[config.mk]
export PLATFORM = sky130hd
export DESIGN_NAME = iscu_top
export DESIGN_NICKNAME = d
export VERILOG_FILES = /design/src/iscu_top.v
export VERILOG_INCLUDE_DIRS = /design/src
export SDC_FILE = /design/constraint.sdc
export NUM_CORES = 1
export LEC_CHECK = 0
export ABC_AREA = 1
export BUFFER_PORTS_ARGS = -buffer_cell sky130_fd_sc_hd__buf_2
export CAP_MARGIN = 15
export CORE_MARGIN = 2
export CORE_UTILIZATION = 35
export DETAILED_ROUTE_END_ITERATION = 8
export PLACE_DENSITY = 0.6
export SLEW_MARGIN = 20
export SYNTH_ARGS = -nofsm -noshare
export SYNTH_HDL_FRONTEND = slang
export SYNTH_SLANG_ARGS = --single-unit
export TNS_END_PERCENT = 30
[constraint.sdc]
create_clock -name clk -period 7.5 [get_ports clk]
set_clock_uncertainty 0.1 [all_clocks]
set_input_delay 2.25 -clock clk [delete_from_list [all_inputs] [get_ports clk]]
set_output_delay 2.25 -clock clk [all_outputs]
set_load 0.02 [all_outputs]
[src/iscu_defines.vh]
// constants for the instrument status and command unit
// assumes a 32-bit apb master and byte addresses in an 8-bit window
`ifndef ISCU_DEFINES_VH
`define ISCU_DEFINES_VH

// ****************************************
// register byte offsets
// ****************************************
`define ISCU_A_WCOND 8'h00
`define ISCU_A_WEVENT 8'h04
`define ISCU_A_WENABLE 8'h08
`define ISCU_A_WRISE 8'h0C
`define ISCU_A_WFALL 8'h10
`define ISCU_A_ESR 8'h14
`define ISCU_A_ESE 8'h18
`define ISCU_A_STB 8'h1C
`define ISCU_A_ERROR 8'h20
`define ISCU_A_CMD 8'h24
`define ISCU_A_GAIN 8'h28
`define ISCU_A_WAVE 8'h2C
`define ISCU_A_STATUS 8'h30
`define ISCU_A_OPCQ 8'h34

// ****************************************
// limits and codes
// ****************************************
`define ISCU_WARN_MAX 15'h74FB
`define ISCU_BYTE_MAX 16'h00FF
`define ISCU_GAIN_LO_MAX 13'h0898
`define ISCU_GAIN_HI_MAX 13'h1130
`define ISCU_SAMP_MIN 16'hC000
`define ISCU_SAMP_MAX 16'h3FFF
`define ISCU_WAVE_WORDS 13'h1000
`define ISCU_MEM_MAX 8'h1E
`define ISCU_SLOT_MAX 8'h10
`define ISCU_SLOT_SQU 8'h09
`define ISCU_SLOT_TRI 8'h0D
`define ISCU_SEQ_MAX 8'h04
`define ISCU_ERRQ_DEPTH 5'h14
`define ISCU_ERR_OUT_ON 16'h0001
`define ISCU_ERR_OUT_OFF 16'h0002
`define ISCU_ERR_MODE 16'h0003
`define ISCU_ERR_EXEC 16'hFF38
`define ISCU_ERR_OVERFLOW 16'hFEA2

// ****************************************
// command opcodes, cmd[3:0], argument cmd[15:8]
// ****************************************
`define ISCU_OP_CLS 4'h1
`define ISCU_OP_OPC 4'h2
`define ISCU_OP_RCL 4'h3
`define ISCU_OP_RST 4'h4
`define ISCU_OP_SAV 4'h5
`define ISCU_OP_WREL 4'h6
`define ISCU_OP_SEQ 4'h7
`define ISCU_OP_WDEL 4'h8
`define ISCU_OP_OUTP 4'h9
`define ISCU_OP_PON 4'hA
`define ISCU_OP_TUNIT 4'hB
`define ISCU_OP_WLOAD 4'hC

// ****************************************
// bit positions
// ****************************************
`define ISCU_ESR_OPC 0
`define ISCU_ESR_EXE 4
`define ISCU_ESR_RESET 8'h80
`define ISCU_STB_WAR 1
`define ISCU_STB_ESB 5
`define ISCU_STB_OPR 7
`define ISCU_SHAPE_SINE 2'h0
`define ISCU_SHAPE_SQUARE 2'h1
`define ISCU_SHAPE_TRIANGLE 2'h2

`endif

[src/iscu_top.v]
// status groups, error queue and command gating of the power source
// assumes an apb master on clk; status pins come from other clock domains
//
// What this block does
// - falling filter sets event on 1-to-0
// - rising filter sets event on 0-to-1
// - both filters zero block all changes
// - warning registers limited to 0..29947
// - gain limited 220.0 low, 440.0 high
// - clamp samples to -16384..16383
// - binary upload only over usb
// - slot clear restores sine, square, triangle
// - slot clear refused with output on
// - error fifo of twenty, oldest first
// - overflow code -350 in twentieth place
// - power-on output unless fault-lock restart
// - time unit 0 seconds, 1 milliseconds
// - warning release needs all causes gone
// - sequence takes exactly five actions
// - no sequence in external modes, error 3
// - no sequence with output off, error 2
// - clear wipes events, status and errors
// - event status read returns and clears
// - opc sets bit 0 when idle
// - memories 1..30, recall/reset blocked output-on
// - event summary from enabled event bits
//
// Register access over APB and the register addresses were left to the implementer.
`timescale 1ns/1ps
`include "iscu_defines.vh"

module iscu_top #(
	parameter WARN_W = 15,
	parameter ERRQ_DEPTH = 20,
	parameter PON_DEFAULT = 1'b0
) (
	// clock and reset
	input wire clk,
	input wire rst_n,
	// apb slave
	input wire psel,
	input wire penable,
	input wire pwrite,
	input wire [7:0] paddr,
	input wire [31:0] pwdata,
	output wire pready,
	output wire pslverr,
	output reg [31:0] prdata,
	// device status pins
	input wire [WARN_W-1:0] warn_cond_pin,
	input wire op_summary_pin,
	input wire external_input_mode,
	input wire added_input_mode,
	input wire external_sync_mode,
	input wire high_range_pin,
	input wire link_usb_pin,
	input wire startup_done_pin,
	input wire fault_restart_pin,
	input wire warn_active_pin,
	input wire warn_clearable_pin,
	input wire ops_busy_pin,
	// device controls
	output reg output_on_q,
	output reg step_unit_ms_q,
	output reg [12:0] gain_q,
	output reg seq_go_q,
	output reg [2:0] seq_action_q,
	output reg slot_clear_q,
	output reg [3:0] slot_q,
	output reg [1:0] slot_shape_q,
	output reg recall_q,
	output reg save_q,
	output reg [4:0] mem_q,
	output reg factory_reset_q,
	output reg warn_release_q,
	// waveform sample write
	output reg wave_we_q,
	output reg [11:0] wave_addr_q,
	output reg [15:0] wave_data_q
);

	// ****************************************
	// helpers
	// ****************************************
	function [15:0] clamp_sample;
		input [15:0] w;
		begin
			if ($signed(w) < $signed(`ISCU_SAMP_MIN))
				clamp_sample = `ISCU_SAMP_MIN;
			else if ($signed(w) > $signed(`ISCU_SAMP_MAX))
				clamp_sample = `ISCU_SAMP_MAX;
			else
				clamp_sample = w;
		end
	endfunction

	function in_range;
		input [7:0] v;
		input [7:0] lo;
		input [7:0] hi;
		begin
			in_range = (v >= lo) && (v <= hi);
		end
	endfunction

	// ****************************************
	// input synchronisers
	// ****************************************
	localparam SYN_W = WARN_W + 12;
	wire [SYN_W-1:0] pins = {warn_cond_pin, op_summary_pin, external_input_mode, added_input_mode,
		external_sync_mode, high_range_pin, link_usb_pin, startup_done_pin, fault_restart_pin,
		warn_active_pin, warn_clearable_pin, ops_busy_pin, 1'b0};
	reg [SYN_W-1:0] meta_q;
	reg [SYN_W-1:0] sync_q;
	always @(posedge clk or negedge rst_n) begin
		if (!rst_n) begin
			meta_q <= {SYN_W{1'b0}};
			sync_q <= {SYN_W{1'b0}};
		end else begin
			meta_q <= pins;
			sync_q <= meta_q;
		end
	end
	wire [WARN_W-1:0] wcond = sync_q[SYN_W-1:12];
	wire op_sum = sync_q[11];
	wire ext_mode = sync_q[10] | sync_q[9] | sync_q[8];
	wire hi_range = sync_q[7];
	wire link_usb = sync_q[6];
	wire startup_done = sync_q[5];
	wire fault_restart = sync_q[4];
	wire warn_active = sync_q[3];
	wire warn_clearable = sync_q[2];
	wire ops_busy = sync_q[1];

	// ****************************************
	// apb decode
	// ****************************************
	wire setup = psel & ~penable;
	wire access = psel & penable;
	wire wr = access & pwrite;
	wire rd = access & ~pwrite;
	reg mapped;
	always @* begin
		case (paddr)
		`ISCU_A_WCOND, `ISCU_A_WEVENT, `ISCU_A_WENABLE, `ISCU_A_WRISE, `ISCU_A_WFALL,
		`ISCU_A_ESR, `ISCU_A_ESE, `ISCU_A_STB, `ISCU_A_ERROR, `ISCU_A_CMD, `ISCU_A_GAIN,
		`ISCU_A_WAVE, `ISCU_A_STATUS, `ISCU_A_OPCQ: mapped = 1'b1;
		default: mapped = 1'b0;
		endcase
	end
	// zero wait states; data is captured in the setup cycle
	assign pready = 1'b1;
	assign pslverr = access & ~mapped;

	// ****************************************
	// state
	// ****************************************
	reg [WARN_W-1:0] wprev_q;
	reg [WARN_W-1:0] wevent_q;
	reg [WARN_W-1:0] wenable_q;
	reg [WARN_W-1:0] wrise_q;
	reg [WARN_W-1:0] wfall_q;
	reg [7:0] esr_q;
	reg [7:0] ese_q;
	reg [WARN_W-1:0] wev_snap_q;
	reg [7:0] esr_snap_q;
	reg opc_wait_q;
	reg pon_cfg_q;
	reg pon_done_q;
	reg [2:0] seq_state_q;
	reg load_q;
	reg [3:0] load_slot_q;
	reg [12:0] load_cnt_q;
	reg hi_byte_pend_q;
	reg [7:0] hi_byte_q;
	reg err_push_q;
	reg [15:0] err_code_q;
	reg [15:0] errq_mem [0:ERRQ_DEPTH-1];
	reg [4:0] err_rp_q;
	reg [4:0] err_wp_q;
	reg [4:0] err_cnt_q;

	// ****************************************
	// warning transitions
	// ****************************************
	// rising and falling edge set
	wire [WARN_W-1:0] wset = (wcond & ~wprev_q & wrise_q) | (~wcond & wprev_q & wfall_q);
	wire war_sum = |(wevent_q & wenable_q);
	wire event_summary_bit = |(esr_q & ese_q);
	wire [7:0] stb = {op_sum, 1'b0, event_summary_bit, 2'b00, 1'b0, war_sum, 1'b0};

	// ****************************************
	// command decode
	// ****************************************
	wire [3:0] op = pwdata[3:0];
	wire [7:0] arg = pwdata[15:8];
	wire cmd_wr = wr & (paddr == `ISCU_A_CMD);
	wire cls = cmd_wr & (op == `ISCU_OP_CLS);
	wire [WARN_W-1:0] wmax = `ISCU_WARN_MAX;
	wire wval_ok = (pwdata[31:WARN_W] == {(32-WARN_W){1'b0}}) && (pwdata[WARN_W-1:0] <= wmax);
	wire [12:0] gain_max = hi_range ? `ISCU_GAIN_HI_MAX : `ISCU_GAIN_LO_MAX;
	wire gain_ok = (pwdata[31:13] == 19'h00000) && (pwdata[12:0] <= gain_max);
	wire [15:0] word_in = {hi_byte_q, pwdata[7:0]};

	reg e_push;
	reg [15:0] e_code;
	always @* begin
		e_push = 1'b0;
		e_code = `ISCU_ERR_EXEC;
		if (wr) begin
			case (paddr)
			`ISCU_A_WENABLE, `ISCU_A_WRISE, `ISCU_A_WFALL: begin
				e_push = ~wval_ok;
			end
			`ISCU_A_ESE: begin
				e_push = pwdata > {16'h0000, `ISCU_BYTE_MAX};
			end
			`ISCU_A_GAIN: begin
				e_push = ~gain_ok;
			end
			`ISCU_A_WAVE: begin
				e_push = ~load_q;
			end
			`ISCU_A_CMD: begin
				case (op)
				`ISCU_OP_RCL: begin
					if (!in_range(arg, 8'h01, `ISCU_MEM_MAX)) begin
						e_push = 1'b1;
					end else if (output_on_q) begin
						e_push = 1'b1;
						e_code = `ISCU_ERR_OUT_ON;
					end
				end
				`ISCU_OP_RST: begin
					e_push = output_on_q;
					e_code = `ISCU_ERR_OUT_ON;
				end
				`ISCU_OP_SAV: begin
					e_push = ~in_range(arg, 8'h01, `ISCU_MEM_MAX);
				end
				`ISCU_OP_WREL: begin
					e_push = (arg != 8'h01) | ~warn_active | ~warn_clearable;
				end
				`ISCU_OP_SEQ: begin
					if (arg > `ISCU_SEQ_MAX) begin
						e_push = 1'b1;
					end else if (ext_mode) begin
						e_push = 1'b1;
						e_code = `ISCU_ERR_MODE;
					end else if (!output_on_q) begin
						e_push = 1'b1;
						e_code = `ISCU_ERR_OUT_OFF;
					end
				end
				`ISCU_OP_WDEL: begin
					if (!in_range(arg, 8'h01, `ISCU_SLOT_MAX)) begin
						e_push = 1'b1;
					end else if (output_on_q) begin
						e_push = 1'b1;
						e_code = `ISCU_ERR_OUT_ON;
					end
				end
				`ISCU_OP_OUTP, `ISCU_OP_PON, `ISCU_OP_TUNIT: begin
					e_push = arg > 8'h01;
				end
				`ISCU_OP_WLOAD: begin
					e_push = ~link_usb | ~in_range(arg, 8'h01, `ISCU_SLOT_MAX);
				end
				`ISCU_OP_CLS, `ISCU_OP_OPC: begin
					e_push = 1'b0;
				end
				default: begin
					e_push = 1'b1;
				end
				endcase
				// a new command cuts an upload short
				if (load_q)
					e_push = 1'b1;
			end
			default: begin
				e_push = 1'b0;
			end
			endcase
		end
	end
	wire cmd_ok = cmd_wr & ~e_push;

	// ****************************************
	// read data, captured in setup
	// ****************************************
	reg [31:0] rmux;
	always @* begin
		case (paddr)
		`ISCU_A_WCOND: rmux = {{(32-WARN_W){1'b0}}, wcond};
		`ISCU_A_WEVENT: rmux = {{(32-WARN_W){1'b0}}, wevent_q};
		`ISCU_A_WENABLE: rmux = {{(32-WARN_W){1'b0}}, wenable_q};
		`ISCU_A_WRISE: rmux = {{(32-WARN_W){1'b0}}, wrise_q};
		`ISCU_A_WFALL: rmux = {{(32-WARN_W){1'b0}}, wfall_q};
		`ISCU_A_ESR: rmux = {24'h000000, esr_q};
		`ISCU_A_ESE: rmux = {24'h000000, ese_q};
		`ISCU_A_STB: rmux = {24'h000000, stb};
		`ISCU_A_ERROR: rmux = (err_cnt_q == 5'h00) ? 32'h00000000 :
			{{16{errq_mem[err_rp_q][15]}}, errq_mem[err_rp_q]};
		`ISCU_A_GAIN: rmux = {19'h00000, gain_q};
		`ISCU_A_STATUS: rmux = {20'h00000, err_cnt_q, seq_state_q, load_q, pon_cfg_q,
			step_unit_ms_q, output_on_q};
		// query answers 1 once idle, flag untouched
		`ISCU_A_OPCQ: rmux = {31'h00000000, ~ops_busy & ~opc_wait_q};
		default: rmux = 32'h00000000;
		endcase
	end

	// ****************************************
	// error queue
	// ****************************************
	wire err_pop = rd & (paddr == `ISCU_A_ERROR) & (err_cnt_q != 5'h00);
	wire [4:0] last_wp = (err_wp_q == 5'h00) ? ERRQ_DEPTH[4:0] - 5'h01 : err_wp_q - 5'h01;
	wire q_full = (err_cnt_q == `ISCU_ERRQ_DEPTH) & ~err_pop;
	always @(posedge clk) begin
		if (err_push_q && !cls) begin
			// overflow marker in the last place
			if (q_full)
				errq_mem[last_wp] <= `ISCU_ERR_OVERFLOW;
			else
				errq_mem[err_wp_q] <= err_code_q;
		end
	end
	always @(posedge clk or negedge rst_n) begin
		if (!rst_n) begin
			err_rp_q <= 5'h00;
			err_wp_q <= 5'h00;
			err_cnt_q <= 5'h00;
			err_push_q <= 1'b0;
			err_code_q <= 16'h0000;
		end else begin
			err_push_q <= e_push;
			err_code_q <= e_code;
			if (cls) begin
				err_rp_q <= 5'h00;
				err_wp_q <= 5'h00;
				err_cnt_q <= 5'h00;
			end else begin
				if (err_pop)
					err_rp_q <= (err_rp_q == ERRQ_DEPTH[4:0] - 5'h01) ? 5'h00 : err_rp_q + 5'h01;
				if (err_push_q && !q_full)
					err_wp_q <= (err_wp_q == ERRQ_DEPTH[4:0] - 5'h01) ? 5'h00 : err_wp_q + 5'h01;
				err_cnt_q <= err_cnt_q + {4'h0, err_push_q & ~q_full} - {4'h0, err_pop};
			end
		end
	end

	// ****************************************
	// status registers and controls
	// ****************************************
	wire rd_wev = rd & (paddr == `ISCU_A_WEVENT);
	wire rd_esr = rd & (paddr == `ISCU_A_ESR);
	always @(posedge clk or negedge rst_n) begin
		if (!rst_n) begin
			prdata <= 32'h00000000;
			wprev_q <= {WARN_W{1'b0}};
			wevent_q <= {WARN_W{1'b0}};
			wenable_q <= {WARN_W{1'b0}};
			wrise_q <= {WARN_W{1'b0}};
			wfall_q <= {WARN_W{1'b0}};
			wev_snap_q <= {WARN_W{1'b0}};
			esr_snap_q <= 8'h00;
			esr_q <= `ISCU_ESR_RESET;
			ese_q <= 8'h00;
			opc_wait_q <= 1'b0;
			output_on_q <= 1'b0;
			pon_cfg_q <= PON_DEFAULT;
			pon_done_q <= 1'b0;
			step_unit_ms_q <= 1'b0;
			gain_q <= 13'h0000;
			seq_state_q <= 3'h0;
			seq_go_q <= 1'b0;
			seq_action_q <= 3'h0;
			slot_clear_q <= 1'b0;
			slot_q <= 4'h0;
			slot_shape_q <= `ISCU_SHAPE_SINE;
			recall_q <= 1'b0;
			save_q <= 1'b0;
			mem_q <= 5'h00;
			factory_reset_q <= 1'b0;
			warn_release_q <= 1'b0;
			load_q <= 1'b0;
			load_slot_q <= 4'h0;
			load_cnt_q <= 13'h0000;
			hi_byte_pend_q <= 1'b0;
			hi_byte_q <= 8'h00;
			wave_we_q <= 1'b0;
			wave_addr_q <= 12'h000;
			wave_data_q <= 16'h0000;
		end else begin
			seq_go_q <= 1'b0;
			slot_clear_q <= 1'b0;
			recall_q <= 1'b0;
			save_q <= 1'b0;
			factory_reset_q <= 1'b0;
			warn_release_q <= 1'b0;
			wave_we_q <= 1'b0;
			wprev_q <= wcond;
			if (setup) begin
				prdata <= rmux;
				wev_snap_q <= wevent_q;
				esr_snap_q <= esr_q;
			end
			// latched; only the bits that were read are cleared, new sets win
			if (cls)
				wevent_q <= wset;
			else if (rd_wev)
				wevent_q <= (wevent_q & ~wev_snap_q) | wset;
			else
				wevent_q <= wevent_q | wset;
			if (cls)
				esr_q <= {3'b000, e_push, 3'b000, 1'b0};
			else if (rd_esr)
				esr_q <= (esr_q & ~esr_snap_q) | {3'b000, err_push_q, 3'b000,
					opc_wait_q & ~ops_busy};
			else
				esr_q <= esr_q | {3'b000, err_push_q, 3'b000, opc_wait_q & ~ops_busy};
			if (cmd_ok && op == `ISCU_OP_OPC)
				opc_wait_q <= 1'b1;
			else if (!ops_busy)
				opc_wait_q <= 1'b0;
			if (wr && wval_ok && paddr == `ISCU_A_WENABLE)
				wenable_q <= pwdata[WARN_W-1:0];
			if (wr && wval_ok && paddr == `ISCU_A_WRISE)
				wrise_q <= pwdata[WARN_W-1:0];
			if (wr && wval_ok && paddr == `ISCU_A_WFALL)
				wfall_q <= pwdata[WARN_W-1:0];
			if (wr && !e_push && paddr == `ISCU_A_ESE)
				ese_q <= pwdata[7:0];
			if (wr && gain_ok && paddr == `ISCU_A_GAIN)
				gain_q <= pwdata[12:0];
			// power-on output unless restarted after a lock
			if (startup_done && !pon_done_q) begin
				pon_done_q <= 1'b1;
				if (pon_cfg_q && !fault_restart)
					output_on_q <= 1'b1;
			end
			if (cmd_ok) begin
				case (op)
				`ISCU_OP_OUTP: output_on_q <= arg[0];
				`ISCU_OP_PON: pon_cfg_q <= arg[0];
				`ISCU_OP_TUNIT: step_unit_ms_q <= arg[0];
				`ISCU_OP_SEQ: begin
					seq_go_q <= 1'b1;
					seq_action_q <= arg[2:0];
					seq_state_q <= arg[2:0];
				end
				`ISCU_OP_WDEL: begin
					slot_clear_q <= 1'b1;
					slot_q <= arg[3:0] - 4'h1;
					if (arg >= `ISCU_SLOT_TRI)
						slot_shape_q <= `ISCU_SHAPE_TRIANGLE;
					else if (arg >= `ISCU_SLOT_SQU)
						slot_shape_q <= `ISCU_SHAPE_SQUARE;
					else
						slot_shape_q <= `ISCU_SHAPE_SINE;
				end
				`ISCU_OP_RCL: begin
					recall_q <= 1'b1;
					mem_q <= arg[4:0];
				end
				`ISCU_OP_SAV: begin
					save_q <= 1'b1;
					mem_q <= arg[4:0];
				end
				`ISCU_OP_RST: begin
					factory_reset_q <= 1'b1;
					gain_q <= 13'h0000;
					step_unit_ms_q <= 1'b0;
				end
				`ISCU_OP_WREL: warn_release_q <= 1'b1;
				`ISCU_OP_WLOAD: begin
					load_q <= 1'b1;
					load_slot_q <= arg[3:0] - 4'h1;
					load_cnt_q <= 13'h0000;
					hi_byte_pend_q <= 1'b0;
				end
				default: begin
					load_q <= load_q;
				end
				endcase
			end else if (cmd_wr && load_q) begin
				load_q <= 1'b0;
			end
			// bytes pair high first into 4096 words
			if (wr && load_q && paddr == `ISCU_A_WAVE) begin
				hi_byte_pend_q <= ~hi_byte_pend_q;
				if (!hi_byte_pend_q) begin
					hi_byte_q <= pwdata[7:0];
				end else begin
					wave_we_q <= 1'b1;
					wave_addr_q <= load_cnt_q[11:0];
					wave_data_q <= clamp_sample(word_in);
					load_cnt_q <= load_cnt_q + 13'h0001;
					if (load_cnt_q == `ISCU_WAVE_WORDS - 13'h0001)
						load_q <= 1'b0;
				end
			end
		end
	end

endmodule

==> results.py <==
metrics = {
    "clocking": {
        "cts_made_buffers": 42,
        "cts.clk_slew.worst_paths_ps": 60,
        "hold_buffers": 0,
        "root_buffer": "clkbuf_16",
        "cts_tree": "built",
        "cts_resized": 0,
        "htree_levels": 2,
        "cts.sinks": 391,
        "cts.path.max_buffers": 3,
        "post_cts_buffers": 0,
        "clock_latency_ps": 570,
    },
    "timing": {
        "tightest_slew_ps": 1040,
        "setup_slack_ps": 2260,
        "rsz0062_at_grt": "false",
        "relSlewSlack_pct": 30.9,
        "period_share_pct": 69.9,
        "slew_viol_final": 0,
        "timing.fmax_ghz": 0.191,
        "period_minus_slack_ps": 5240,
        "setup_viol": 0,
        "tns_ps": 0,
        "hold_viol_final": 0,
    },
    "synth": {
        "syn-cell-area_um2": 17300,
        "ys_async_sr_fraction_pct": 74.4,
        "ys_top_cells_by_count": "403 x nand2_1, 290 x dfrtp_1, 172 x inv_1, 167 x nor2_1, 138 x o21ai_0",
        "ys_seq_area_share_pct": 59.4,
        "avgSynthCellArea_um2": 9.45,
        "netlist.area_leader.share_pct": 41.9,
        "synth.distinct_cells": 55,
        "synthTopCellsByArea": "dfrtp_1 42%, edfxtp_1 17%, nand2_1 8.7%, o21ai_0 4.0%, inv_1 3.7%",
        "synth_nets": 1922,
        "synth_most_common_cell": "nand2_1",
        "synth_warnings": 0,
        "synthCells": 1832,
        "yosysTopAreaCell": "dfrtp_1",
        "synth_edf_count": 100,
        "ys.flop_type": "dfrtp_1",
        "ys_ff_latch": 391,
    },
    "placement": {
        "post-place-ws_ps": 1740,
        "post_dp_cell_area_um2": 18700,
        "io_buffers": 167,
        "gp_congestion": 0.886,
        "dp.final_hpwl_mm": 35.1,
    },
    "power": {
        "p_int_w": 0.00354,
        "comb_power_share_pct": 6.5,
        "swShare_pct": 24.0,
        "peakVddDrop_v": 0.000172,
        "leakagePower_nw": 9.21,
        "pwr-share-clk_pct": 44.7,
        "seqPwrFrac_pct": 48.7,
        "p_per_area_nw_per_um2": 232,
        "p_sw_w": 0.00112,
        "power_w": 0.00465,
    },
    "grt": {
        "grt_overflow": 0,
        "grt_max_degree": 101,
        "grt_pass1_wl_mm": 77.0,
        "antenna_found_initial": 0,
        "grt_pass1_vias": 13500,
        "globalRouteTotalUtil_pct": 19.6,
    },
    "routing": {
        "postRouteAntennaNets": 0,
        "firstDrtPassIters": 7,
        "vias": 13700,
        "avgViaCountPerCell": 5.14,
        "drt_iter0_drc": 1072,
        "avgRoutedWirePerCell_um": 18.5,
        "postRouteWirelength_mm": 49.4,
        "drc": 0,
    },
    "setup_path": {
        "startpoint_type": "input pin",
        "r2r-end": "err_cnt_q[4]$_DFF_PN0_",
        "required_ps": 5150,
        "worstSetupPathType": "in -> out",
        "end_kind": "primary output",
        "critPathMaxFanout": 2,
        "worst_ep_arrival_time_ps": 2890,
        "reg2regPathDepth": 18,
        "rr_startpoint": "err_cnt_q[2]$_DFF_PN0_",
        "regToRegSetupSlack_ps": 3900,
    },
    "run": {
        "max-cap-violations": 0,
    },
    "floorplanning": {
        "die-height_um": 226,
        "die_w_um": 226,
        "core_um2": 48800,
        "start_util_pct": 35.5,
        "rows": 81,
        "pin_count": 169,
        "die_area_um2": 51300,
    },
    "min_path": {
        "holdCritPathClass": "reg -> reg",
        "whs_path_depth": 0,
        "worstHoldStart": "meta_q[15]$_DFF_PN0_",
        "min_to": "sync_q[15]$_DFF_PN0_",
    },
    "finish": {
        "nets": 2063,
        "drive_gt1_share_pct": 15.5,
        "fin_util_pct": 41.1,
        "synthToLayoutAreaGrowth_pct": 16.0,
        "finalInstanceArea_um2": 20100,
        "insertedDiodeCount": 0,
    },
    "run_status": {
        "status": "finished clean",
    },
}
## per-layer routing
| layer | share of wire [%] | up-vias | wire (um) | global-route usage, % |
|---|---|---|---|---|
| met2 | 47 | 457 | 23200 | 31.7 |
| met3 | 6.0 | 95 | 2980 | 3.17 |
| li1 | - | 6440 | - | - |
| met1 | 44 | 6728 | 21800 | 26.3 |
| met4 | 2.9 | 0 | 1430 | 7.41 |
| met5 | 0 | - | 0 | 0 |
## worst max-delay path: stages
cell	delay [ps]
buf_2	90
inv_1	70
nand2_1	80
a31oi_1	150
a21oi_1	80
buf_2	160
## metrics by stage
stage,instances,hold slack (ps)
floorplan,1832,231
global placement,2593,232
detailed placement,2593,235
CTS,2668,246
global route,2668,251
finish,2668,246
## layout make-up
| cell class | count | area, um^2 |
|---|---|---|
| tap | 664 | 831 |
| timing repair buffer | 183 | 978 |
| fill | 4858 | 28800 |
| clock buffer | 55 | 1170 |
| clock inverter | 20 | 205 |
| sequential | 391 | 10300 |
| multi-input combinational | 1169 | 5920 |
| inverter | 186 | 698 |
## registers in the layout, indices dropped and copies added, names as in the netlist, 5 cells and up
name / flops
wprev_q: 15
prdata: 16
meta_q: 26
wfall_q: 15
ese_q: 8
esr_snap_q: 8
errq_mem: 100
esr_q: 8
sync_q: 26
hi_byte_q: 8
wrise_q: 15
wevent_q: 15
load_cnt_q: 13
err_cnt_q: 5
wave_addr_q: 12
wave_data_q: 16
wenable_q: 15
mem_q: 5
wev_snap_q: 15
err_wp_q: 5
gain_q: 13
err_rp_q: 5
## power by group through the flow
stage | Clock [W] | Sequential (W) | Combinational (W)
after floorplan | 0 | 0.00229 | 0.000187
after global placement | 0 | 0.00230 | 0.000299
after detailed placement | 0 | 0.00230 | 0.000307
after CTS | 0.00212 | 0.00226 | 0.000307
after global routing | 0.00221 | 0.00227 | 0.000345
final | 0.00208 | 0.00227 | 0.000304
## kinds of logic after synthesis
kind of cell / Yosys count / share of synthesized area [%]
and+or+nand+nor: 776 / 19.3
DFF: 391 / 59.4
AOI/OAI and AO/OA: 356 / 12.5
buffers and inverters: 272 / 6.46
adders and majority gates: 19 / 1.42
xor gates and xnor gates: 17 / 0.860
other: 1 / 0.0217
## cells in the final DEF (no fill, tap or decap), types with 7 or more instances in the layout
| cell type | count |
|---|---|
| a211oi_1 | 13 |
| a21oi_1 | 51 |
| a221oi_1 | 10 |
| buf_2 | 166 |
| buf_4 | 15 |
| clkbuf_1 | 8 |
| clkbuf_16 | 44 |
| clkinv_2 | 10 |
| dfrtp_1 | 290 |
| edfxtp_1 | 100 |
| ha_1 | 18 |
| inv_1 | 171 |
| inv_2 | 12 |
| nand2_1 | 403 |
| nand2_2 | 8 |
| nand3_1 | 114 |
| nand4_1 | 25 |
| nor2_1 | 166 |
| nor2_2 | 9 |
| nor3_1 | 14 |
| o2111ai_1 | 7 |
| o211ai_1 | 13 |
| o21a_1 | 16 |
| o21ai_0 | 138 |
| o21ai_1 | 18 |
| o221ai_1 | 10 |
| o22ai_1 | 44 |
| o311ai_0 | 15 |
| o31ai_1 | 7 |
| or2_2 | 11 |
| xor2_1 | 15 |
## how the worst max path moves through the flow
stage                        start                        end  slack [ps]  cells past startpoint
after floorplan           paddr[0]                    pslverr        2400                      4
after global placement    paddr[7]  errq_mem[18][7]$_DFFE_PP_        1830                     17
after detailed placement  paddr[7]  errq_mem[10][1]$_DFFE_PP_        1740                     17
final                     paddr[0]                    pslverr        2260                      6
after CTS                 paddr[0]                    pslverr        2260                      6
after global routing      paddr[7]  errq_mem[10][1]$_DFFE_PP_        2000                     15
Note: power is estimated with default switching activity, not from simulation.
